<file path="src/core/msrs_defs.vh">
/*
 constants for the multi-step reference sequencer: register offsets, field positions,
 reset values, encodings and timing counts.
 assumes inclusion by bare name from the core design files.
*/
`ifndef MSRS_DEFS_VH
`define MSRS_DEFS_VH

// ==============================================================
// register offsets (word index on the plain register port)
`define MSRS_REG_CTRL        8'h00
`define MSRS_REG_STATUS      8'h01
`define MSRS_REG_OUTPUT      8'h02
`define MSRS_REG_ELAPSED     8'h03
`define MSRS_REG_REF_BASE    8'h10
`define MSRS_REG_DUR_BASE    8'h20
`define MSRS_REG_RAMP_BASE   8'h30

// ==============================================================
// control register fields
`define MSRS_CTRL_MODE_LSB   0
`define MSRS_CTRL_MODE_MSB   1
`define MSRS_CTRL_PWR_RET    4
`define MSRS_CTRL_STOP_RET   5
`define MSRS_CTRL_UNIT       8
`define MSRS_CTRL_ROUTE      9

// ==============================================================
// encodings and reset values
`define MSRS_MODE_STOP       2'h0
`define MSRS_MODE_HOLD       2'h1
`define MSRS_MODE_REPEAT     2'h2
`define MSRS_MODE_RST        2'h0
`define MSRS_RET_RST         1'b0
`define MSRS_UNIT_SEC        1'b0
`define MSRS_UNIT_HOUR       1'b1
`define MSRS_ROUTE_FREQ      1'b0
`define MSRS_ROUTE_VOLT      1'b1
`define MSRS_REF_MAX         16'sh03E8
`define MSRS_REF_MIN         -16'sh03E8

// ==============================================================
// timing: duration lsb is 0.1 s, or 1 h when the hour unit is selected
`define MSRS_CLK_HZ          25000000
`define MSRS_TENTH_SEC_MS    100
`define MSRS_TENTHS_PER_HOUR 36000

`endif

</file>
<file path="src/core/msrs_seq.v">
/*
 multi-step reference sequencer: sixteen signed steps with durations and ramp-set
 selectors, end-of-cycle modes, retention on stop and on power loss, register port.
 assumes run_cmd and stop_cmd are pins (synchronised here) and that a power-loss
 snapshot is kept by the caller in non-volatile storage and presented at power-up.
*/
`timescale 1ns/1ps
`default_nettype none
`include "msrs_defs.vh"

// Behaviour
// RL1 - mode 0: halt after last step, idle until a new run command
// RL2 - mode 1: hold final step value and direction after the cycle
// RL3 - mode 2: wrap to step 0 and loop until stop
// RL4 - frequency route: negative reference means reverse, otherwise forward
// RL5 - output routed to frequency setpoint or separated voltage setpoint
// RL6 - power retention on: resume saved step, time, output at power-up
// RL7 - stop retention on: resume from stopped point at next start
// RL8 - retention defaults to both disabled
// RL9 - per-step duration 0.0 to 6553.5 units, 0.1 resolution, default 0; with hours the code counts whole hours
// RL10 - per-step two-bit ramp-set selector, default set 0
// RL11 - end-of-cycle mode accepts only 0, 1, 2
// RL12 - references signed -100.0% to 100.0% in 0.1% steps
// RL13 - one unit selector: seconds when 0, hours when 1
// RL14 - advance when elapsed reaches duration; cycle ends after last step
// RL15 - steps with zero duration are skipped at once
module msrs_seq #(
   parameter integer STEPS        = 16,
   parameter integer TENTH_CYCLES = `MSRS_CLK_HZ / 1000 * `MSRS_TENTH_SEC_MS
) (
   input  wire        ref_clk,
   input  wire        resetn,
   input  wire [7:0]  reg_addr,
   input  wire [31:0] reg_wdata,
   input  wire        reg_wr,
   input  wire        reg_rd,
   output reg  [31:0] reg_rdata_ff,
   input  wire        run_cmd,
   input  wire        stop_cmd,
   input  wire        pwr_restore,
   input  wire [3:0]  pwr_step,
   input  wire [15:0] pwr_elapsed,
   input  wire [15:0] pwr_output,
   output reg  [3:0]  snap_step_ff,
   output reg  [15:0] snap_elapsed_ff,
   output reg  [15:0] snap_output_ff,
   output reg  [15:0] freq_ref_ff,
   output reg  [15:0] volt_ref_ff,
   output reg         reverse_ff,
   output reg  [1:0]  ramp_set_ff,
   output reg         drive_run_ff
);

   // ==============================================================
   // state
   localparam [3:0] ST_IDLE = 4'b0001;
   localparam [3:0] ST_RUN  = 4'b0010;
   localparam [3:0] ST_HOLD = 4'b0100;
   localparam [3:0] ST_DONE = 4'b1000;

   reg  [3:0]  state_ff;
   reg  [3:0]  nxt_state;
   reg  [3:0]  step_ff;
   reg  [3:0]  nxt_step;
   reg  [15:0] elapsed_ff;
   reg  [15:0] nxt_elapsed;
   reg  [15:0] out_ff;
   reg  [15:0] nxt_out;
   reg  [1:0]  mode_ff;
   reg         pwr_ret_ff;
   reg         stop_ret_ff;
   reg         unit_ff;
   reg         route_ff;
   reg         pwr_done_ff;
   reg         resume_ff;
   reg  [15:0] ref_mem [0:STEPS-1];
   reg  [15:0] dur_mem [0:STEPS-1];
   reg  [1:0]  ramp_mem [0:STEPS-1];
   wire        run_s;
   wire        stop_s;
   reg         run_d_ff;
   wire        run_rise;
   wire        tick;
   wire        last_step;
   wire        step_end;
   wire [15:0] wr_ref;
   wire        wr_ctrl;

   // ==============================================================
   // command pin synchronisers
   msrs_sync u_run_sync (
      .ref_clk (ref_clk),
      .resetn  (resetn),
      .din     (run_cmd),
      .dout_ff (run_s)
   );

   msrs_sync u_stop_sync (
      .ref_clk (ref_clk),
      .resetn  (resetn),
      .din     (stop_cmd),
      .dout_ff (stop_s)
   );

   // time base, tick every 0.1 s, or every 1 h when hours are selected
   msrs_tick #(
      .TENTH_CYCLES (TENTH_CYCLES)
   ) u_tick (
      .ref_clk   (ref_clk),
      .resetn    (resetn),
      .enable    (state_ff == ST_RUN),
      .unit_hour (unit_ff), // see RL13
      .tick_ff   (tick)
   );

   // ==============================================================
   // register writes
   assign wr_ctrl = reg_wr && (reg_addr == `MSRS_REG_CTRL);
   // clamp to +-100.0%
   assign wr_ref  = ($signed(reg_wdata[15:0]) > `MSRS_REF_MAX) ? `MSRS_REF_MAX :
                    ($signed(reg_wdata[15:0]) < `MSRS_REF_MIN) ? `MSRS_REF_MIN :
                    reg_wdata[15:0]; // see RL12

   // control fields
   always @(posedge ref_clk) begin
      if (!resetn) begin
         mode_ff     <= `MSRS_MODE_RST;
         pwr_ret_ff  <= `MSRS_RET_RST; // see RL8
         stop_ret_ff <= `MSRS_RET_RST; // see RL8
         unit_ff     <= `MSRS_UNIT_SEC;
         route_ff    <= `MSRS_ROUTE_FREQ;
      end else if (wr_ctrl) begin
         if (reg_wdata[`MSRS_CTRL_MODE_MSB:`MSRS_CTRL_MODE_LSB] != 2'h3) begin
            mode_ff <= reg_wdata[`MSRS_CTRL_MODE_MSB:`MSRS_CTRL_MODE_LSB]; // see RL11
         end
         pwr_ret_ff  <= reg_wdata[`MSRS_CTRL_PWR_RET];
         stop_ret_ff <= reg_wdata[`MSRS_CTRL_STOP_RET];
         unit_ff     <= reg_wdata[`MSRS_CTRL_UNIT];
         route_ff    <= reg_wdata[`MSRS_CTRL_ROUTE];
      end
   end

   // per-step tables, one entry per generate pass
   genvar gi;
   generate
      for (gi = 0; gi < STEPS; gi = gi + 1) begin : g_step
         always @(posedge ref_clk) begin
            if (!resetn) begin
               ref_mem[gi]  <= 16'h0000;
               dur_mem[gi]  <= 16'h0000; // see RL9
               ramp_mem[gi] <= 2'h0; // see RL10
            end else if (reg_wr) begin
               if (reg_addr == `MSRS_REG_REF_BASE + gi) begin
                  ref_mem[gi] <= wr_ref;
               end
               if (reg_addr == `MSRS_REG_DUR_BASE + gi) begin
                  dur_mem[gi] <= reg_wdata[15:0]; // see RL9
               end
               if (reg_addr == `MSRS_REG_RAMP_BASE + gi) begin
                  ramp_mem[gi] <= reg_wdata[1:0]; // see RL10
               end
            end
         end
      end
   endgenerate

   // register reads, data in the following cycle
   always @(posedge ref_clk) begin
      if (!resetn) begin
         reg_rdata_ff <= 32'h00000000;
      end else if (reg_rd) begin
         if (reg_addr == `MSRS_REG_CTRL) begin
            reg_rdata_ff <= {22'h000000, route_ff, unit_ff, 2'h0, stop_ret_ff, pwr_ret_ff,
                             2'h0, mode_ff};
         end else if (reg_addr == `MSRS_REG_STATUS) begin
            reg_rdata_ff <= {20'h00000, step_ff, 4'h0, state_ff};
         end else if (reg_addr == `MSRS_REG_OUTPUT) begin
            reg_rdata_ff <= {16'h0000, out_ff};
         end else if (reg_addr == `MSRS_REG_ELAPSED) begin
            reg_rdata_ff <= {16'h0000, elapsed_ff};
         end else if (reg_addr[7:4] == 4'h1) begin
            reg_rdata_ff <= {16'h0000, ref_mem[reg_addr[3:0]]};
         end else if (reg_addr[7:4] == 4'h2) begin
            reg_rdata_ff <= {16'h0000, dur_mem[reg_addr[3:0]]};
         end else if (reg_addr[7:4] == 4'h3) begin
            reg_rdata_ff <= {30'h00000000, ramp_mem[reg_addr[3:0]]};
         end else begin
            reg_rdata_ff <= 32'h00000000; // unmapped reads zero
         end
      end else begin
         reg_rdata_ff <= 32'h00000000;
      end
   end

   // ==============================================================
   // sequencing
   assign run_rise  = run_s && !run_d_ff;
   assign last_step = (step_ff == STEPS[3:0] - 4'h1);
   // zero duration ends the step at once
   assign step_end  = (dur_mem[step_ff] == 16'h0000) ||
                      (tick && (elapsed_ff + 16'h0001 >= dur_mem[step_ff])); // see RL14 RL15

   // next-state logic
   always @* begin
      nxt_state   = state_ff;
      nxt_step    = step_ff;
      nxt_elapsed = elapsed_ff;
      nxt_out     = out_ff;
      case (state_ff)
         ST_IDLE, ST_DONE: begin
            if (run_rise && !stop_s) begin
               nxt_state = ST_RUN;
               if (!stop_ret_ff && !resume_ff) begin // see RL6 RL7
                  nxt_step    = 4'h0;
                  nxt_elapsed = 16'h0000;
               end
               nxt_out = ref_mem[nxt_step];
            end
         end
         ST_RUN: begin
            // while running, a zero-duration step never updates the output
            if (dur_mem[step_ff] != 16'h0000) begin
               nxt_out = ref_mem[step_ff]; // see RL15
            end
            if (stop_s) begin
               nxt_state = ST_IDLE;
            end else if (step_end) begin
               nxt_elapsed = 16'h0000;
               if (!last_step) begin
                  nxt_step = step_ff + 4'h1; // see RL14
               end else begin
                  case (mode_ff)
                     `MSRS_MODE_HOLD: nxt_state = ST_HOLD; // see RL2
                     `MSRS_MODE_REPEAT: nxt_step = 4'h0; // see RL3
                     default: begin
                        nxt_state = ST_DONE; // see RL1
                        nxt_step  = 4'h0;
                     end
                  endcase
               end
            end else if (tick) begin
               nxt_elapsed = elapsed_ff + 16'h0001;
            end
         end
         ST_HOLD: begin
            if (stop_s) begin
               nxt_state = ST_IDLE;
               nxt_step  = 4'h0;
            end
         end
         default: nxt_state = ST_IDLE;
      endcase
   end

   // state registers, power-up resume on first restore strobe
   always @(posedge ref_clk) begin
      if (!resetn) begin
         state_ff    <= ST_IDLE;
         step_ff     <= 4'h0;
         elapsed_ff  <= 16'h0000;
         out_ff      <= 16'h0000;
         run_d_ff    <= 1'b0;
         pwr_done_ff <= 1'b0;
         resume_ff   <= 1'b0;
      end else begin
         run_d_ff <= run_s;
         if (pwr_restore && !pwr_done_ff) begin
            pwr_done_ff <= 1'b1;
            if (pwr_ret_ff) begin // see RL6
               resume_ff  <= 1'b1;
               step_ff    <= pwr_step;
               elapsed_ff <= pwr_elapsed;
               out_ff     <= pwr_output;
            end
         end else begin
            state_ff   <= nxt_state;
            step_ff    <= nxt_step;
            elapsed_ff <= nxt_elapsed;
            out_ff     <= nxt_out;
            if (state_ff == ST_RUN) begin
               resume_ff <= 1'b0; // restored position used once
            end
         end
      end
   end

   // ==============================================================
   // outputs and power-loss snapshot
   always @(posedge ref_clk) begin
      if (!resetn) begin
         freq_ref_ff     <= 16'h0000;
         volt_ref_ff     <= 16'h0000;
         reverse_ff      <= 1'b0;
         ramp_set_ff     <= 2'h0;
         drive_run_ff    <= 1'b0;
         snap_step_ff    <= 4'h0;
         snap_elapsed_ff <= 16'h0000;
         snap_output_ff  <= 16'h0000;
      end else begin
         drive_run_ff <= (state_ff == ST_RUN) || (state_ff == ST_HOLD); // see RL1 RL2
         // while running, zero-duration steps leave the ramp selection alone
         if ((state_ff != ST_RUN) || (dur_mem[step_ff] != 16'h0000)) begin
            ramp_set_ff <= ramp_mem[step_ff]; // see RL10 RL15
         end
         if (route_ff == `MSRS_ROUTE_FREQ) begin // see RL5
            freq_ref_ff <= out_ff;
            volt_ref_ff <= 16'h0000;
            reverse_ff  <= out_ff[15]; // see RL4
         end else begin
            freq_ref_ff <= 16'h0000;
            volt_ref_ff <= out_ff;
            reverse_ff  <= 1'b0;
         end
         // snapshot only meaningful when power retention is on
         if (pwr_ret_ff) begin // see RL6
            snap_step_ff    <= step_ff;
            snap_elapsed_ff <= elapsed_ff;
            snap_output_ff  <= out_ff;
         end else begin
            snap_step_ff    <= 4'h0;
            snap_elapsed_ff <= 16'h0000;
            snap_output_ff  <= 16'h0000;
         end
      end
   end

endmodule // msrs_seq

`default_nettype wire

</file>
<file path="src/core/msrs_tick.v">
/*
 tick generator: divides ref_clk to 0.1 s pulses, and further
 to 1 h pulses (36000 of the 0.1 s pulses) when hours are selected.
 assumes a free running ref_clk and a synchronous active low reset.
*/
`timescale 1ns/1ps
`default_nettype none
`include "msrs_defs.vh"

module msrs_tick #(
   parameter integer TENTH_CYCLES = `MSRS_CLK_HZ / 1000 * `MSRS_TENTH_SEC_MS,
   parameter integer HOUR_TENTHS  = `MSRS_TENTHS_PER_HOUR
) (
   input  wire ref_clk,
   input  wire resetn,
   input  wire enable,
   input  wire unit_hour,
   output reg  tick_ff
);

   reg [23:0] pre_ff;
   reg [15:0] hr_ff;
   wire       sec_tick;

   assign sec_tick = enable && (pre_ff == TENTH_CYCLES[23:0] - 24'h000001);

   // prescaler and hour divider
   always @(posedge ref_clk) begin
      if (!resetn || !enable) begin
         pre_ff  <= 24'h000000;
         hr_ff   <= 16'h0000;
         tick_ff <= 1'b0;
      end else begin
         pre_ff  <= sec_tick ? 24'h000000 : pre_ff + 24'h000001;
         tick_ff <= 1'b0;
         if (sec_tick) begin
            if (unit_hour == `MSRS_UNIT_HOUR) begin
               if (hr_ff == HOUR_TENTHS[15:0] - 16'h0001) begin
                  hr_ff   <= 16'h0000;
                  tick_ff <= 1'b1;
               end else begin
                  hr_ff <= hr_ff + 16'h0001;
               end
            end else begin
               tick_ff <= 1'b1;
            end
         end
      end
   end

endmodule // msrs_tick

`default_nettype wire

</file>
<file path="src/core/msrs_sync.v">
/*
 three flip-flop input synchroniser; a change counts once stages two and three agree.
 assumes an asynchronous level input and one ref_clk domain.
*/
`timescale 1ns/1ps
`default_nettype none

module msrs_sync (
   input  wire ref_clk,
   input  wire resetn,
   input  wire din,
   output reg  dout_ff
);

   reg s1_ff;
   reg s2_ff;
   reg s3_ff;

   // shift chain, output updates only on agreement
   always @(posedge ref_clk) begin
      if (!resetn) begin
         s1_ff   <= 1'b0;
         s2_ff   <= 1'b0;
         s3_ff   <= 1'b0;
         dout_ff <= 1'b0;
      end else begin
         s1_ff <= din;
         s2_ff <= s1_ff;
         s3_ff <= s2_ff;
         if (s2_ff == s3_ff) begin
            dout_ff <= s3_ff;
         end
      end
   end

endmodule // msrs_sync

`default_nettype wire

</file>
<file path="config.mk">
export PLATFORM = sky130hd
export DESIGN_NAME = msrs_seq
export DESIGN_NICKNAME = d
export VERILOG_FILES = /design/src/core/msrs_seq.v /design/src/core/msrs_tick.v /design/src/core/msrs_sync.v
export VERILOG_INCLUDE_DIRS = /design/src /design/src/core
export SDC_FILE = /design/constraint.sdc
export NUM_CORES = 2
export LEC_CHECK = 0
export BUFFER_PORTS_ARGS = -buffer_cell sky130_fd_sc_hd__buf_2
export CAP_MARGIN = 20
export CORE_MARGIN = 2
export CORE_UTILIZATION = 50
export DETAILED_ROUTE_END_ITERATION = 10
export PLACE_DENSITY = 0.67
export RECOVER_POWER = 100
export SYNTH_ARGS = -nofsm -noshare
export SYNTH_HDL_FRONTEND = slang
export SYNTH_SLANG_ARGS = --single-unit
</file>
<file path="constraint.sdc">
create_clock -name ref_clk -period 7.4 [get_ports ref_clk]
set_input_delay 1.48 -clock ref_clk [delete_from_list [all_inputs] [get_ports ref_clk]]
set_output_delay 1.48 -clock ref_clk [all_outputs]
set_load 0.01 [all_outputs]
</file>
==> reports/metrics.csv <==
metric;value;unit
H-tree levels;3;
Final Wtd Congestion;0.941;
Post-synth top flop;edfxtp_1;
area post-placement;40800;sq um
CTS max path bufs;3;
Total Power;10.4;mW
synthesis-to-layout area growth;10.6;%
Worst-path clk slew;60;ps
Critical Path Source Type;primary input;
Num CTS Buffers;80;
largest net degree at the start of global routing;107;
Post-CTS Setup Bufs;0;
Resized cells post-CTS;0;
CP required;7640;ps
RSZ-0062 raised after global routing;no;
synth warn;0;
fill count;6403;
Distinct cells, synth;79;
final setup fails;0;
status;finished, violations left;
Critical Path End Type;register;
HP Class;register to register;
core area;77300;sq um
FFs w/ async S/R, synth;0;
DRT iter0 DRCs;4978;
Fin. Hold Viols;0;
pre-CTS WS;2380;ps
metal3 WL;20900;um
Leak;14.6;nW
setup ws final;933;ps
Placement Rows;102;
Detail Route met2 WL;58100;um
post-layout util;0.558;
DP HPWL;84400;um
CTS tree;built;
Final ANT Viol Nets;0;
Sum Neg Setup Slack;0;ps
Buffers on Ports;154;
die area;80300;sq um
Final Cycle Share;0.874;
post-route cell area;43100;sq um
overall die width;283;um
most frequent cell after synthesis;edfxtp_1;
CP arrival;6710;ps
number of synthesized flops with an enable pin;544;
Mapped Avg Cell Area;12.1;sq um
failing checks;max-capacitance violations, max-slew violations;
Starting Density;0.504;
synth cell count leaders;edfxtp_1 (544), nor2_1 (444), mux4_2 (324);
Remaining Overflow, GRT;0;
share of the synthesized area in the top cell type;0.419;
Die Span Y;283;um
synthesized area;39000;sq um
Final Skew;32.8;ps
Post-Route M1 WL;46200;um
layout cells sized above 1;0.179;
worst slew pin tran;3900;ps
Setup Crit Path Kind;primary input to register;
sequential share of the synthesized area;0.516;
Post-Syn Instances;3224;
Via Count;29521;
Power Dens Cells;242;nW/um^2
first-pass GRT wire length;192000;um
Hold Slack;447;ps
DRT Pass-1 Iters;7;
GRT Resource Usage Total;0.325;
Clock Sink Count;733;
maximum VDD drop;0.000163;V
WL per Instance;30.2;um
vias per cell;6.74;
Highest Signal Layer;met5;
DR DRC count;0;
Final Max Slew Viols;406;
Fmax;155;MHz
max_slew headroom;-1.60;
#FFs+latches synth;733;
worst skew pair latency;630;ps
antenna violations before repair;18;
MaxCap Viol Count;17;
worst-path maximum fanout;40;
number of global-route vias before repair;28761;
number of cells after detailed placement;4219;
cell taking the most area after synthesis;edfxtp_1;
root buf cell;clkbuf_16;
top cells by area, synth;edfxtp_1 (42%), mux4_2 (19%), dfxtp_1 (9.7%);
Finished Layout Cells;4380;
minimum clock period;6470;ps
Final #Nets;3374;
final wirelength;132000;um
IO Pins;187;
Hold Buf Count CTS;0;
## final timing paths
kind	slack (ps)	cells past startpoint	from	endpoint
max reg2reg	1540	12	register	register
max	930	4	reg_addr[2]	ref_mem[12][9]$_SDFFCE_PN0P_
min reg2reg	450	1	u_run_sync.s1_ff$_SDFF_PN0_	u_run_sync.s2_ff$_SDFF_PN0_
min	450	1	u_run_sync.s1_ff$_SDFF_PN0_	u_run_sync.s2_ff$_SDFF_PN0_
## flip-flops by register name, summed over array words and instances (netlist names), 2 cells and up, named ones only
| register | count |
|---|---|
| u_tick.hr_ff | 16 |
| ref_mem | 256 |
| freq_ref_ff | 16 |
| elapsed_ff | 16 |
| reg_rdata_ff | 16 |
| volt_ref_ff | 16 |
| snap_step_ff | 4 |
| ramp_mem | 32 |
| mode_ff | 2 |
| ramp_set_ff | 2 |
| out_ff | 16 |
| state_ff | 4 |
| step_ff | 4 |
| dur_mem | 256 |
| u_tick.pre_ff | 24 |
| snap_output_ff | 16 |
| snap_elapsed_ff | 16 |
## power breakdown
part | switching, mW | total, mW | internal [mW]
Sequential | 0.197 | 4.79 | 4.59
Clock | 1.68 | 4.04 | 2.36
Combinational | 0.906 | 1.59 | 0.685
Total | 2.78 | 10.4 | 7.63
## worst max-delay path, cell delays in order
cell and delay [ps]:
buf_2 130, clkbuf_1 2740, nand3_1 1210, o21ai_4 1100
## cells in the final DEF, fill, tap and decap left out, types with 8 or more instances in the layout
cell,n
a222oi_1,8
nand2_1,272
mux2i_1,26
clkinv_1,10
edfxtp_1,544
a22oi_1,8
nor2_1,445
diode_2,8
inv_1,54
buf_4,51
a31oi_1,50
a22o_1,44
and3_1,69
conb_1,16
o21ai_0,103
nand4_1,24
ha_1,21
o21ai_1,10
xor2_1,33
dfxtp_1,184
nand2b_1,11
and2_1,156
o221ai_1,15
a21oi_1,32
nor2b_1,14
a21boi_0,9
nand3_1,70
mux4_2,324
a311oi_1,32
nor3_1,24
o22ai_1,32
xnor2_1,15
a211oi_1,34
clkbuf_8,8
clkbuf_1,150
clkbuf_16,85
buf_2,60
and2_0,147
a221oi_1,10
## routing by layer
layer | vias up | track usage
met2 | 2392 | 0.485
li1 | 12143 | -
met1 | 14506 | 0.428
met5 | - | 0
met4 | 20 | 0.144
met3 | 460 | 0.117
## cell families after synthesis
group / after synthesis / share of synthesized area
fa+ha+maj: 21 / 0.00674
mux: 351 / 0.194
other cells: 1 / 0.0000961
simple gates: 1272 / 0.157
buf+inv: 361 / 0.0385
xor+xnor: 48 / 0.0108
flops: 733 / 0.516
compound gates: 437 / 0.0771
## area by class of cell
type | count | area, sq um | share of cell area
diodes | 8 | 20.0 | 0.000464
clock buffers | 108 | 2290 | 0.0532
clock inverters | 36 | 344 | 0.00798
inverters | 55 | 206 | 0.00479
multi-input cells | 2145 | 17500 | 0.406
flip-flops and latches | 733 | 20100 | 0.467
well taps | 1040 | 1300 | 0.0302
repair buffers | 255 | 1310 | 0.0304
Note: power is estimated with default switching activity, not from simulation.
